### src/rtl/iad_pkg.sv
package iad_pkg;

    // ****************************************
    // route encoding
    // ****************************************
    typedef enum logic [2:0] {
        TGT_MEM,
        TGT_PORT,
        TGT_HUB,
        TGT_PROC,
        TGT_ABORT,
        TGT_CFG
    } iad_tgt_t;

    typedef struct packed {
        iad_tgt_t tgt;
        logic [1:0] port;
        logic coherent;
    } iad_route_t;

    typedef struct packed {
        logic valid;
        logic write;
        logic [39:0] addr;
    } iad_mreq_t;

    typedef struct packed {
        logic valid;
        logic write;
        logic [16:3] addr;
        logic [7:0] be;
    } iad_ioreq_t;

    // ****************************************
    // register offsets and fields
    // ****************************************
    localparam int NPORT = 4;
    localparam logic [7:0] REG_CTRL = 8'h00;
    localparam logic [7:0] REG_CFG_ADDR = 8'h04;
    localparam logic [7:0] REG_ECFG_BASE = 8'h08;
    localparam logic [7:0] REG_TOHM = 8'h0c;
    localparam logic [7:0] REG_IOAPIC_MAP = 8'h10;
    localparam logic [7:0] REG_STATUS = 8'h14;
    localparam logic [7:0] PORT_BASE = 8'h20;
    localparam logic [7:0] PORT_STRIDE = 8'h10;
    localparam logic [7:0] PSUB_CTL = 8'h00;
    localparam logic [7:0] PSUB_IO_WIN = 8'h04;
    localparam logic [7:0] PSUB_PREF_BASE = 8'h08;
    localparam logic [7:0] PSUB_PREF_LIM = 8'h0c;
    localparam int CTRL_DIS_CFG = 0;
    localparam int CTRL_ISA = 1;
    localparam int PCTL_VGA = 0;
    localparam int PCTL_IO = 1;
    localparam int CFGA_EN = 31;
    localparam int IOAPIC_SEL_W = 3;

    // ****************************************
    // reset values
    // ****************************************
    localparam logic [1:0] CTRL_RST = 2'h0;
    localparam logic [31:0] CFG_ADDR_RST = 32'h0000_0000;
    localparam logic [11:0] ECFG_BASE_RST = 12'hf00;
    localparam logic [19:0] TOHM_RST = 20'h00fff;
    localparam logic [26:0] IOAPIC_RST = 27'h000_0000;
    localparam logic [1:0] PCTL_RST = 2'h0;
    localparam logic [31:0] IO_WIN_RST = 32'h0000_0000;
    localparam logic [19:0] PREF_BASE_RST = 20'hfffff;
    localparam logic [19:0] PREF_LIM_RST = 20'h00000;

    // ****************************************
    // memory map
    // ****************************************
    localparam logic [39:0] BRIDGE_LO = 40'h00_fe00_0000;
    localparam logic [39:0] BRIDGE_HI = 40'h00_febf_ffff;
    localparam logic [39:0] BRIDGE_REG_HI = 40'h00_fe0f_ffff;
    localparam logic [39:0] IOAPIC_LO = 40'h00_fec0_0000;
    localparam logic [39:0] IOAPIC_HI = 40'h00_fec8_ffff;
    localparam logic [39:0] TIMER_LO = 40'h00_fec9_0000;
    localparam logic [39:0] TIMER_HI = 40'h00_fed1_ffff;
    localparam logic [39:0] HSMM_LO = 40'h00_feda_0000;
    localparam logic [39:0] HSMM_HI = 40'h00_fedb_ffff;
    localparam logic [39:0] INTR_LO = 40'h00_fee0_0000;
    localparam logic [39:0] INTR_HI = 40'h00_feef_ffff;
    localparam logic [39:0] FIRM_LO = 40'h00_ff00_0000;
    localparam logic [39:0] FIRM_HI = 40'h00_ffff_ffff;
    localparam logic [39:0] HIGH_MEM_LO = 40'h01_0000_0000;

    // ****************************************
    // i/o map
    // ****************************************
    localparam logic [9:0] VGA_A_LO = 10'h3b0;
    localparam logic [9:0] VGA_A_HI = 10'h3bb;
    localparam logic [9:0] VGA_B_LO = 10'h3c0;
    localparam logic [9:0] VGA_B_HI = 10'h3df;
    localparam logic [15:0] CFG_QWORD = 16'h0cf8;
    localparam logic [7:0] BE_CFG_ADDR = 8'h0f;
    localparam logic [15:0] IO_LOW_BLOCK_HI = 16'h0fff;

endpackage

### src/rtl/iad_decoder.sv
`timescale 1ns/1ns
module iad_decoder #(
    parameter int NPORT = iad_pkg::NPORT
) (
    // clock and reset
    input wire logic clk,
    input wire logic srst,
    // register port
    input wire logic [7:0] reg_addr,
    input wire logic [31:0] reg_wdata,
    input wire logic reg_wr,
    input wire logic reg_rd,
    output logic [31:0] reg_rdata,
    // inbound memory requests
    input wire iad_pkg::iad_mreq_t mreq,
    output logic mem_valid,
    output iad_pkg::iad_route_t mem_route,
    // outbound i/o requests
    input wire iad_pkg::iad_ioreq_t ioreq,
    output logic io_valid,
    output iad_pkg::iad_route_t io_route,
    output logic [7:0] io_cfg_bus,
    output logic [4:0] io_cfg_dev
);
    // ****************************************
    // register file
    // ****************************************
    logic [1:0] ctrl_r, ctrl_nxt;
    logic [31:0] config_address_reg_r, config_address_reg_nxt;
    logic [11:0] enhanced_cfg_window_base_r, enhanced_cfg_window_base_nxt;
    logic [19:0] top_of_high_memory_r, top_of_high_memory_nxt;
    logic [26:0] ioapic_map_r, ioapic_map_nxt;
    logic [NPORT-1:0][1:0] port_command_reg_r, port_command_reg_nxt;
    logic [NPORT-1:0][31:0] io_win_r, io_win_nxt;
    logic [NPORT-1:0][19:0] pref_base_r, pref_base_nxt;
    logic [NPORT-1:0][19:0] pref_lim_r, pref_lim_nxt;
    logic [31:0] rdata_r, rdata_nxt;
    function automatic logic [7:0] port_off(int p, logic [7:0] sub);
        return 8'(iad_pkg::PORT_BASE + p * iad_pkg::PORT_STRIDE + sub);
    endfunction
    always_comb begin
        ctrl_nxt = ctrl_r;
        config_address_reg_nxt = config_address_reg_r;
        enhanced_cfg_window_base_nxt = enhanced_cfg_window_base_r;
        top_of_high_memory_nxt = top_of_high_memory_r;
        ioapic_map_nxt = ioapic_map_r;
        port_command_reg_nxt = port_command_reg_r;
        io_win_nxt = io_win_r;
        pref_base_nxt = pref_base_r;
        pref_lim_nxt = pref_lim_r;
        if (reg_wr) begin
            case (reg_addr)
                iad_pkg::REG_CTRL: ctrl_nxt = reg_wdata[1:0];
                iad_pkg::REG_CFG_ADDR: config_address_reg_nxt = reg_wdata;
                iad_pkg::REG_ECFG_BASE: begin
                    enhanced_cfg_window_base_nxt = reg_wdata[11:0];
                end
                iad_pkg::REG_TOHM: top_of_high_memory_nxt = reg_wdata[19:0];
                iad_pkg::REG_IOAPIC_MAP: ioapic_map_nxt = reg_wdata[26:0];
                default: ;
            endcase
            for (int p = 0; p < NPORT; p++) begin
                if (reg_addr == port_off(p, iad_pkg::PSUB_CTL)) begin
                    port_command_reg_nxt[p] = reg_wdata[1:0];
                end
                if (reg_addr == port_off(p, iad_pkg::PSUB_IO_WIN)) begin
                    io_win_nxt[p] = reg_wdata;
                end
                if (reg_addr == port_off(p, iad_pkg::PSUB_PREF_BASE)) begin
                    pref_base_nxt[p] = reg_wdata[19:0];
                end
                if (reg_addr == port_off(p, iad_pkg::PSUB_PREF_LIM)) begin
                    pref_lim_nxt[p] = reg_wdata[19:0];
                end
            end
        end
    end
    always_comb begin
        rdata_nxt = 32'h0000_0000;
        if (reg_rd) begin
            case (reg_addr)
                iad_pkg::REG_CTRL: rdata_nxt = {30'h0, ctrl_r};
                iad_pkg::REG_CFG_ADDR: rdata_nxt = config_address_reg_r;
                iad_pkg::REG_ECFG_BASE: begin
                    rdata_nxt = {20'h0, enhanced_cfg_window_base_r};
                end
                iad_pkg::REG_TOHM: rdata_nxt = {12'h0, top_of_high_memory_r};
                iad_pkg::REG_IOAPIC_MAP: rdata_nxt = {5'h0, ioapic_map_r};
                iad_pkg::REG_STATUS: rdata_nxt = {20'h0, io_route, mem_route};
                default: ;
            endcase
            for (int p = 0; p < NPORT; p++) begin
                if (reg_addr == port_off(p, iad_pkg::PSUB_CTL)) begin
                    rdata_nxt = {30'h0, port_command_reg_r[p]};
                end
                if (reg_addr == port_off(p, iad_pkg::PSUB_IO_WIN)) begin
                    rdata_nxt = io_win_r[p];
                end
                if (reg_addr == port_off(p, iad_pkg::PSUB_PREF_BASE)) begin
                    rdata_nxt = {12'h0, pref_base_r[p]};
                end
                if (reg_addr == port_off(p, iad_pkg::PSUB_PREF_LIM)) begin
                    rdata_nxt = {12'h0, pref_lim_r[p]};
                end
            end
        end
    end
    always_ff @(posedge clk) begin
        if (srst) begin
            ctrl_r <= iad_pkg::CTRL_RST;
            config_address_reg_r <= iad_pkg::CFG_ADDR_RST;
            enhanced_cfg_window_base_r <= iad_pkg::ECFG_BASE_RST;
            top_of_high_memory_r <= iad_pkg::TOHM_RST;
            ioapic_map_r <= iad_pkg::IOAPIC_RST;
            for (int p = 0; p < NPORT; p++) begin
                port_command_reg_r[p] <= iad_pkg::PCTL_RST;
                io_win_r[p] <= iad_pkg::IO_WIN_RST;
                pref_base_r[p] <= iad_pkg::PREF_BASE_RST;
                pref_lim_r[p] <= iad_pkg::PREF_LIM_RST;
            end
            rdata_r <= 32'h0000_0000;
        end else begin
            ctrl_r <= ctrl_nxt;
            config_address_reg_r <= config_address_reg_nxt;
            enhanced_cfg_window_base_r <= enhanced_cfg_window_base_nxt;
            top_of_high_memory_r <= top_of_high_memory_nxt;
            ioapic_map_r <= ioapic_map_nxt;
            port_command_reg_r <= port_command_reg_nxt;
            io_win_r <= io_win_nxt;
            pref_base_r <= pref_base_nxt;
            pref_lim_r <= pref_lim_nxt;
            rdata_r <= rdata_nxt;
        end
    end
    assign reg_rdata = rdata_r;
    // ****************************************
    // inbound memory decode
    // ****************************************
    function automatic logic in_rng(logic [39:0] a, logic [39:0] lo,
                                    logic [39:0] hi);
        return a >= lo && a <= hi;
    endfunction
    iad_pkg::iad_route_t mem_route_r, mem_route_nxt;
    iad_pkg::iad_route_t mmio_rt;
    logic mem_valid_r;
    logic [2:0] apic_sel;
    logic [39:0] a;
    always_comb begin
        a = mreq.addr;
        mmio_rt = '{tgt: iad_pkg::TGT_HUB, port: 2'h0, coherent: 1'b0};
        for (int p = NPORT - 1; p >= 0; p--) begin
            if (a[39:20] >= pref_base_r[p] && a[39:20] <= pref_lim_r[p]) begin
                mmio_rt.tgt = iad_pkg::TGT_PORT;
                mmio_rt.port = 2'(p);
            end
        end
        apic_sel = ioapic_map_r[int'(a[19:16]) * iad_pkg::IOAPIC_SEL_W +: 3];
        mem_route_nxt = '{iad_pkg::TGT_HUB, 2'h0, 1'b0};
        if (a[39:28] == enhanced_cfg_window_base_r) begin
            if (!ctrl_r[iad_pkg::CTRL_DIS_CFG]) begin
                mem_route_nxt.tgt = iad_pkg::TGT_CFG;
            end else begin
                mem_route_nxt = mmio_rt;
            end
        end else if (in_rng(a, iad_pkg::BRIDGE_LO, iad_pkg::BRIDGE_HI)) begin
            if (a <= iad_pkg::BRIDGE_REG_HI) begin
                mem_route_nxt = mmio_rt;
            end
        end else if (in_rng(a, iad_pkg::IOAPIC_LO, iad_pkg::IOAPIC_HI)) begin
            if (apic_sel != 3'h0 && int'(apic_sel) <= NPORT) begin
                mem_route_nxt.tgt = iad_pkg::TGT_PORT;
                mem_route_nxt.port = 2'(apic_sel - 3'h1);
            end
        end else if (in_rng(a, iad_pkg::TIMER_LO, iad_pkg::TIMER_HI)) begin
            mem_route_nxt.tgt = iad_pkg::TGT_HUB;
        end else if (in_rng(a, iad_pkg::HSMM_LO, iad_pkg::HSMM_HI) ||
                     in_rng(a, iad_pkg::FIRM_LO, iad_pkg::FIRM_HI)) begin
            mem_route_nxt.tgt = iad_pkg::TGT_ABORT;
        end else if (in_rng(a, iad_pkg::INTR_LO, iad_pkg::INTR_HI)) begin
            if (mreq.write) begin
                mem_route_nxt.tgt = iad_pkg::TGT_PROC;
            end
        end else if (a >= iad_pkg::HIGH_MEM_LO &&
                     a[39:20] <= top_of_high_memory_r) begin
            mem_route_nxt.tgt = iad_pkg::TGT_MEM;
            mem_route_nxt.coherent = 1'b1;
        end else begin
            if (mmio_rt.tgt == iad_pkg::TGT_PORT) begin
                mem_route_nxt = mmio_rt;
            end
        end
    end
    // ****************************************
    // outbound i/o decode
    // ****************************************
    iad_pkg::iad_route_t io_rt, io_route_r;
    logic io_valid_r;
    logic [12:0] cfg_bd_r, cfg_bd_nxt;
    logic [NPORT-1:0] vga_en, io_en;
    logic [NPORT-1:0][15:0] io_base, io_lim;
    always_comb begin
        for (int p = 0; p < NPORT; p++) begin
            vga_en[p] = port_command_reg_r[p][iad_pkg::PCTL_VGA];
            io_en[p] = port_command_reg_r[p][iad_pkg::PCTL_IO];
            io_base[p] = io_win_r[p][15:0];
            io_lim[p] = io_win_r[p][31:16];
        end
        cfg_bd_nxt = config_address_reg_r[23:11];
    end
    iad_io_route #(
        .NPORT(NPORT)
    ) u_io_route (
        .ioreq(ioreq),
        .vga_route_enable(vga_en),
        .io_space_access_enable(io_en),
        .io_window_base(io_base),
        .io_window_limit(io_lim),
        .isa_alias_enable(ctrl_r[iad_pkg::CTRL_ISA]),
        .cfg_enable(config_address_reg_r[iad_pkg::CFGA_EN]),
        .route(io_rt)
    );
    always_ff @(posedge clk) begin
        if (srst) begin
            mem_valid_r <= 1'b0;
            mem_route_r <= '{iad_pkg::TGT_HUB, 2'h0, 1'b0};
            io_valid_r <= 1'b0;
            io_route_r <= '{iad_pkg::TGT_HUB, 2'h0, 1'b0};
            cfg_bd_r <= 13'h0000;
        end else begin
            mem_valid_r <= mreq.valid;
            io_valid_r <= ioreq.valid;
            if (mreq.valid) begin
                mem_route_r <= mem_route_nxt;
            end
            if (ioreq.valid) begin
                io_route_r <= io_rt;
                cfg_bd_r <= cfg_bd_nxt;
            end
        end
    end
    assign mem_valid = mem_valid_r;
    assign mem_route = mem_route_r;
    assign io_valid = io_valid_r;
    assign io_route = io_route_r;
    assign io_cfg_bus = cfg_bd_r[12:5];
    assign io_cfg_dev = cfg_bd_r[4:0];
endmodule

### src/rtl/iad_io_route.sv
`timescale 1ns/1ns
module iad_io_route #(
    parameter int NPORT = iad_pkg::NPORT
) (
    // request
    input wire iad_pkg::iad_ioreq_t ioreq,
    // configuration
    input wire logic [NPORT-1:0] vga_route_enable,
    input wire logic [NPORT-1:0] io_space_access_enable,
    input wire logic [NPORT-1:0][15:0] io_window_base,
    input wire logic [NPORT-1:0][15:0] io_window_limit,
    input wire logic isa_alias_enable,
    input wire logic cfg_enable,
    // result
    output iad_pkg::iad_route_t route
);

    // ****************************************
    // byte span helpers
    // ****************************************
    function automatic logic vga_byte(logic [9:0] a);
        return (a >= iad_pkg::VGA_A_LO && a <= iad_pkg::VGA_A_HI) ||
               (a >= iad_pkg::VGA_B_LO && a <= iad_pkg::VGA_B_HI);
    endfunction

    logic [15:3] qa;
    logic [2:0] lo_byte;
    logic [15:0] start;
    logic vga_all;
    logic cfg_hit;

    always_comb begin
        qa = ioreq.addr[16] ? 13'h0000 : ioreq.addr[15:3];
        lo_byte = 3'h0;
        vga_all = (ioreq.be != 8'h00);
        for (int i = 7; i >= 0; i--) begin
            if (ioreq.be[i]) begin
                lo_byte = 3'(i);
                if (!vga_byte({qa[9:3], 3'(i)})) begin
                    vga_all = 1'b0;
                end
            end
        end
        start = {qa, lo_byte};
        cfg_hit = ({qa, 3'h0} == iad_pkg::CFG_QWORD) &&
                  ((ioreq.be == iad_pkg::BE_CFG_ADDR) ||
                   (cfg_enable && ioreq.be[3:0] == 4'h0 &&
                    ioreq.be[7:4] != 4'h0));
    end

    // ****************************************
    // priority routing
    // ****************************************
    always_comb begin
        route = '{tgt: iad_pkg::TGT_HUB, port: 2'h0, coherent: 1'b0};
        if (vga_all && vga_route_enable != '0) begin
            for (int p = NPORT - 1; p >= 0; p--) begin
                if (vga_route_enable[p]) begin
                    route.port = 2'(p);
                end
            end
            route.tgt = iad_pkg::TGT_PORT;
        end else if (cfg_hit) begin
            route.tgt = iad_pkg::TGT_CFG;
        end else if (isa_alias_enable && start[9:8] != 2'h0) begin
            route.tgt = iad_pkg::TGT_HUB;
        end else if (start > iad_pkg::IO_LOW_BLOCK_HI) begin
            for (int p = NPORT - 1; p >= 0; p--) begin
                if (io_space_access_enable[p] &&
                    start >= io_window_base[p] &&
                    start <= io_window_limit[p]) begin
                    route.tgt = iad_pkg::TGT_PORT;
                    route.port = 2'(p);
                end
            end
        end
    end

endmodule

### config.mk
export PLATFORM = sky130hd
export DESIGN_NAME = iad_decoder
export DESIGN_NICKNAME = d
export VERILOG_FILES = /design/src/rtl/iad_pkg.sv /design/src/rtl/iad_decoder.sv /design/src/rtl/iad_io_route.sv
export SDC_FILE = /design/constraint.sdc
export NUM_CORES = 2
export LEC_CHECK = 0
export BUFFER_PORTS_ARGS = -buffer_cell sky130_fd_sc_hd__buf_2
export CORE_MARGIN = 5
export CORE_UTILIZATION = 30
export CTS_BUF_LIST = sky130_fd_sc_hd__clkbuf_8
export DETAILED_ROUTE_END_ITERATION = 16
export SLEW_MARGIN = 20
export SYNTH_ARGS = -nofsm -noshare
export SYNTH_HDL_FRONTEND = slang
export SYNTH_SLANG_ARGS = --single-unit
### constraint.sdc
create_clock -name clk -period 10.3 [get_ports clk]
set_clock_uncertainty 0.05 [all_clocks]
set_input_delay 1.03 -clock clk [delete_from_list [all_inputs] [get_ports clk]]
set_output_delay 1.03 -clock clk [all_outputs]
set_load 0.01 [all_outputs]
==> metrics <==
Post-DP HPWL 78.3 mm; sw power 1.13 mW; worst setup path category in2reg; CP cell instances buf_2 -> nor3b_1 -> nand2_1 -> nor2_1 -> a221oi_1 -> a221oi_1 -> o21ai_0 -> o211ai_1 -> a221oi_1; Hold Path Depth 2; Pint 2.95 mW; Syn Std Cell Area 26,300 sq um; GRT Util Overall 23.0%; GPL Wtd Cong 0.967; post-synth cell types 77; hold slack 404 ps; Worst IR Drop VDD 0.0825 mV; gr ovfl total 0; asr flop ratio synth 0%; switching share of power 27.8%; vias in the first global route 24,400; nets 3,887; Hold Crit Class reg2reg; post-DR wirelength/cell 24.1 microns; Critical path buffers and inverters 1; die width 306 microns; RSZ-0062 raised after global routing no; # resized after CTS 0; Port Buffers 150; share of cells above drive strength 1 10.7%; Detailed Routing Iterations Pass 1 7; Slowest cell on crit path a221oi_1; worst slew pin tran 1110 ps; initial core utilization 30.3%; worst path required time 10,780 ps; Post-CTS Setup Inserts 0; final wirelength 114 mm; Initial DRC Count 3,201; Syn Nets 3,820; endpoint type of the worst setup path flop; Slew Limit Headroom 26.3%; Final Hold Viols 0; DRC errors left 0; count leader, synth nand2_1; num ports 169; status finished, final reports clean; via count 26,500; first-pass GRT wire length 163 mm; Post-synth top flop dfxtp_1; pwr dens 136 nW/um^2; Area Overhead vs Synth 14.2%; syn_area_per_cell 7.69 sq um; clock network fraction of total power 47.9%; WP depth 9; Max Cap Viol 0; CTS Hold Bufs 0; Final period util 43.3%; Area contributors post-synth dfxtp_1, ha_1, nand2_1; Top cell by count, worst path a221oi_1; Seq/Total Area, Yosys 34.0%; warnings from Yosys 0; antenna violations before repair 16; total CTS buffers 84; Startpoint Class primary input; Avg Vias per Cell 5.61; Setup violations, final 0; final worst path period need 4460 ps; Reg clk slew, reported paths 60 ps; leakage dissipation 11.9 nW; largest net degree at the start of global routing 98; critical path peak fanout 11; CP peak stage delay 850 ps; fin. max-slew vios 0; post-route cell area 30,100 sq um; Final ANT Viol Nets 0; EDFF count, synth 0; CTS root buf clkbuf_8; number of synthesized register bits 447; CP Data Arrival Time 4940 ps; final setup TNS 0 ps; Peak Freq 224 MHz; Post-DP Area 28,200 sq um; CTS max path bufs 3; Synth top cells by count nand2_1, dfxtp_1, a21oi_1; FF-to-FF path depth 10; Mapped Cells 3,423; worst-skew pair later-pin latency 720 ps; sequential group share of total power 42.6%; Synth area leader dfxtp_1; Core Region 86,900 sq um; CTS tree built; Design Power 4.08 mW; Comb pwr share 9.5%; Die Y 306 microns; top-area cell type share of the netlist area 34.0%; CTS H-tree depth 3; DIE AREA 93,800 sq um; clk sinks 447; Rows 108; cell family with most CP delay simple AND/OR/NAND/NOR gates
## flip-flops by register name, summed over array words and instances (netlist names), 6 cells and up
name and cells:
pref_base_r 80, pref_lim_r 80, io_base 64, io_lim 64, config_address_reg_r 32, reg_rdata 32
ioapic_map_r 27, top_of_high_memory_r 20, cfg_bd_r 13, enhanced_cfg_window_base_r 12, mem_route 6
## final timing paths
path	slack, ps	start	endpoint
hold reg to reg	400	config_address_reg_r[8]$_SDFFE_PP0P_	config_address_reg_r[8]$_SDFFE_PP0P_
setup / recovery	5840	reg_addr[3]	reg_rdata[15]$_SDFF_PP0_
setup reg to reg	6950	pref_lim_r[67]$_SDFFE_PP0P_	mem_route[4]$_SDFFE_PP1P_
hold / removal	400	config_address_reg_r[8]$_SDFFE_PP0P_	config_address_reg_r[8]$_SDFFE_PP0P_
## layout by cell type (no fill, tap or decap), drive strengths merged, types with 7 or more instances in the layout
cell    instances
or3             8
clkbuf        105
a22oi          37
nand3         101
bufinv          7
nor2          119
nor4           17
and3           16
buf           207
nand2b         19
nand4          39
a221oi         90
a22o           15
inv           331
nor3           30
a21o           30
o21a            9
diode          10
xor2           13
a31oi          16
o211ai         93
dfxtp         447
o22ai           8
nand2         750
o21ai          85
a222oi         17
o221ai         25
clkinv         14
a21oi         400
a21boi          8
or4             9
a211oi         23
ha            287
nor2b          34
mux2i          54
## power by group through the flow
stage / Clock [mW] / Sequential (mW) / Combinational, mW
final: 1.96 / 1.74 / 0.390
after global routing: 2.06 / 1.74 / 0.413
after CTS: 1.98 / 1.74 / 0.377
after detailed placement: 0 / 1.78 / 0.375
after global placement: 0 / 1.78 / 0.371
after floorplan: 0 / 1.78 / 0.201
## tightest hold or removal path, cell delays in order (launching register included)
cell     delay (ps)
dfxtp_1         310
nand2_1          50
a21oi_1          50
## metal layers
metal	wire, microns	global-route usage, %	up-vias
met5	11	0	-
met4	7440	12.8	2
met3	12000	5.58	389
met2	49900	35.7	1452
met1	44400	29.3	12500
li1	-	-	12200
## layout make-up
cell class | count | area (sq um)
flip-flops and latches | 447 | 8950
clock inverters | 52 | 437
multi-input cells | 2448 | 15500
well taps | 1155 | 1450
fillers | 9110 | 56800
diodes | 10 | 25.0
clock buffers | 105 | 1450
repair buffers | 207 | 1190
inverters | 302 | 1130
## cells by family after synthesis
kind of cell / Yosys count / share of synthesized area, %
AND/OR/NAND/NOR: 1170 / 19.2
AO/OA/AOI/OAI: 910 / 22.3
buffers and inverters: 528 / 7.62
flip-flops: 447 / 34.0
adder cells (fa/ha/maj): 288 / 13.7
multiplexers: 62 / 2.65
XOR/XNOR: 17 / 0.565
other: 1 / 0.0142
## per-stage QoR
stage / utilization (%) / std cells / setup WS (ps)
after global routing: 34.6 / 4722 / 5750
after floorplan: - / 3423 / 5930
final: 34.6 / 4726 / 5840
after detailed placement: 32.4 / 4559 / 5390
after global placement: 32.4 / 4559 / 5420
after CTS: 34.6 / 4716 / 6150
Power figures use the tool's default switching activity.
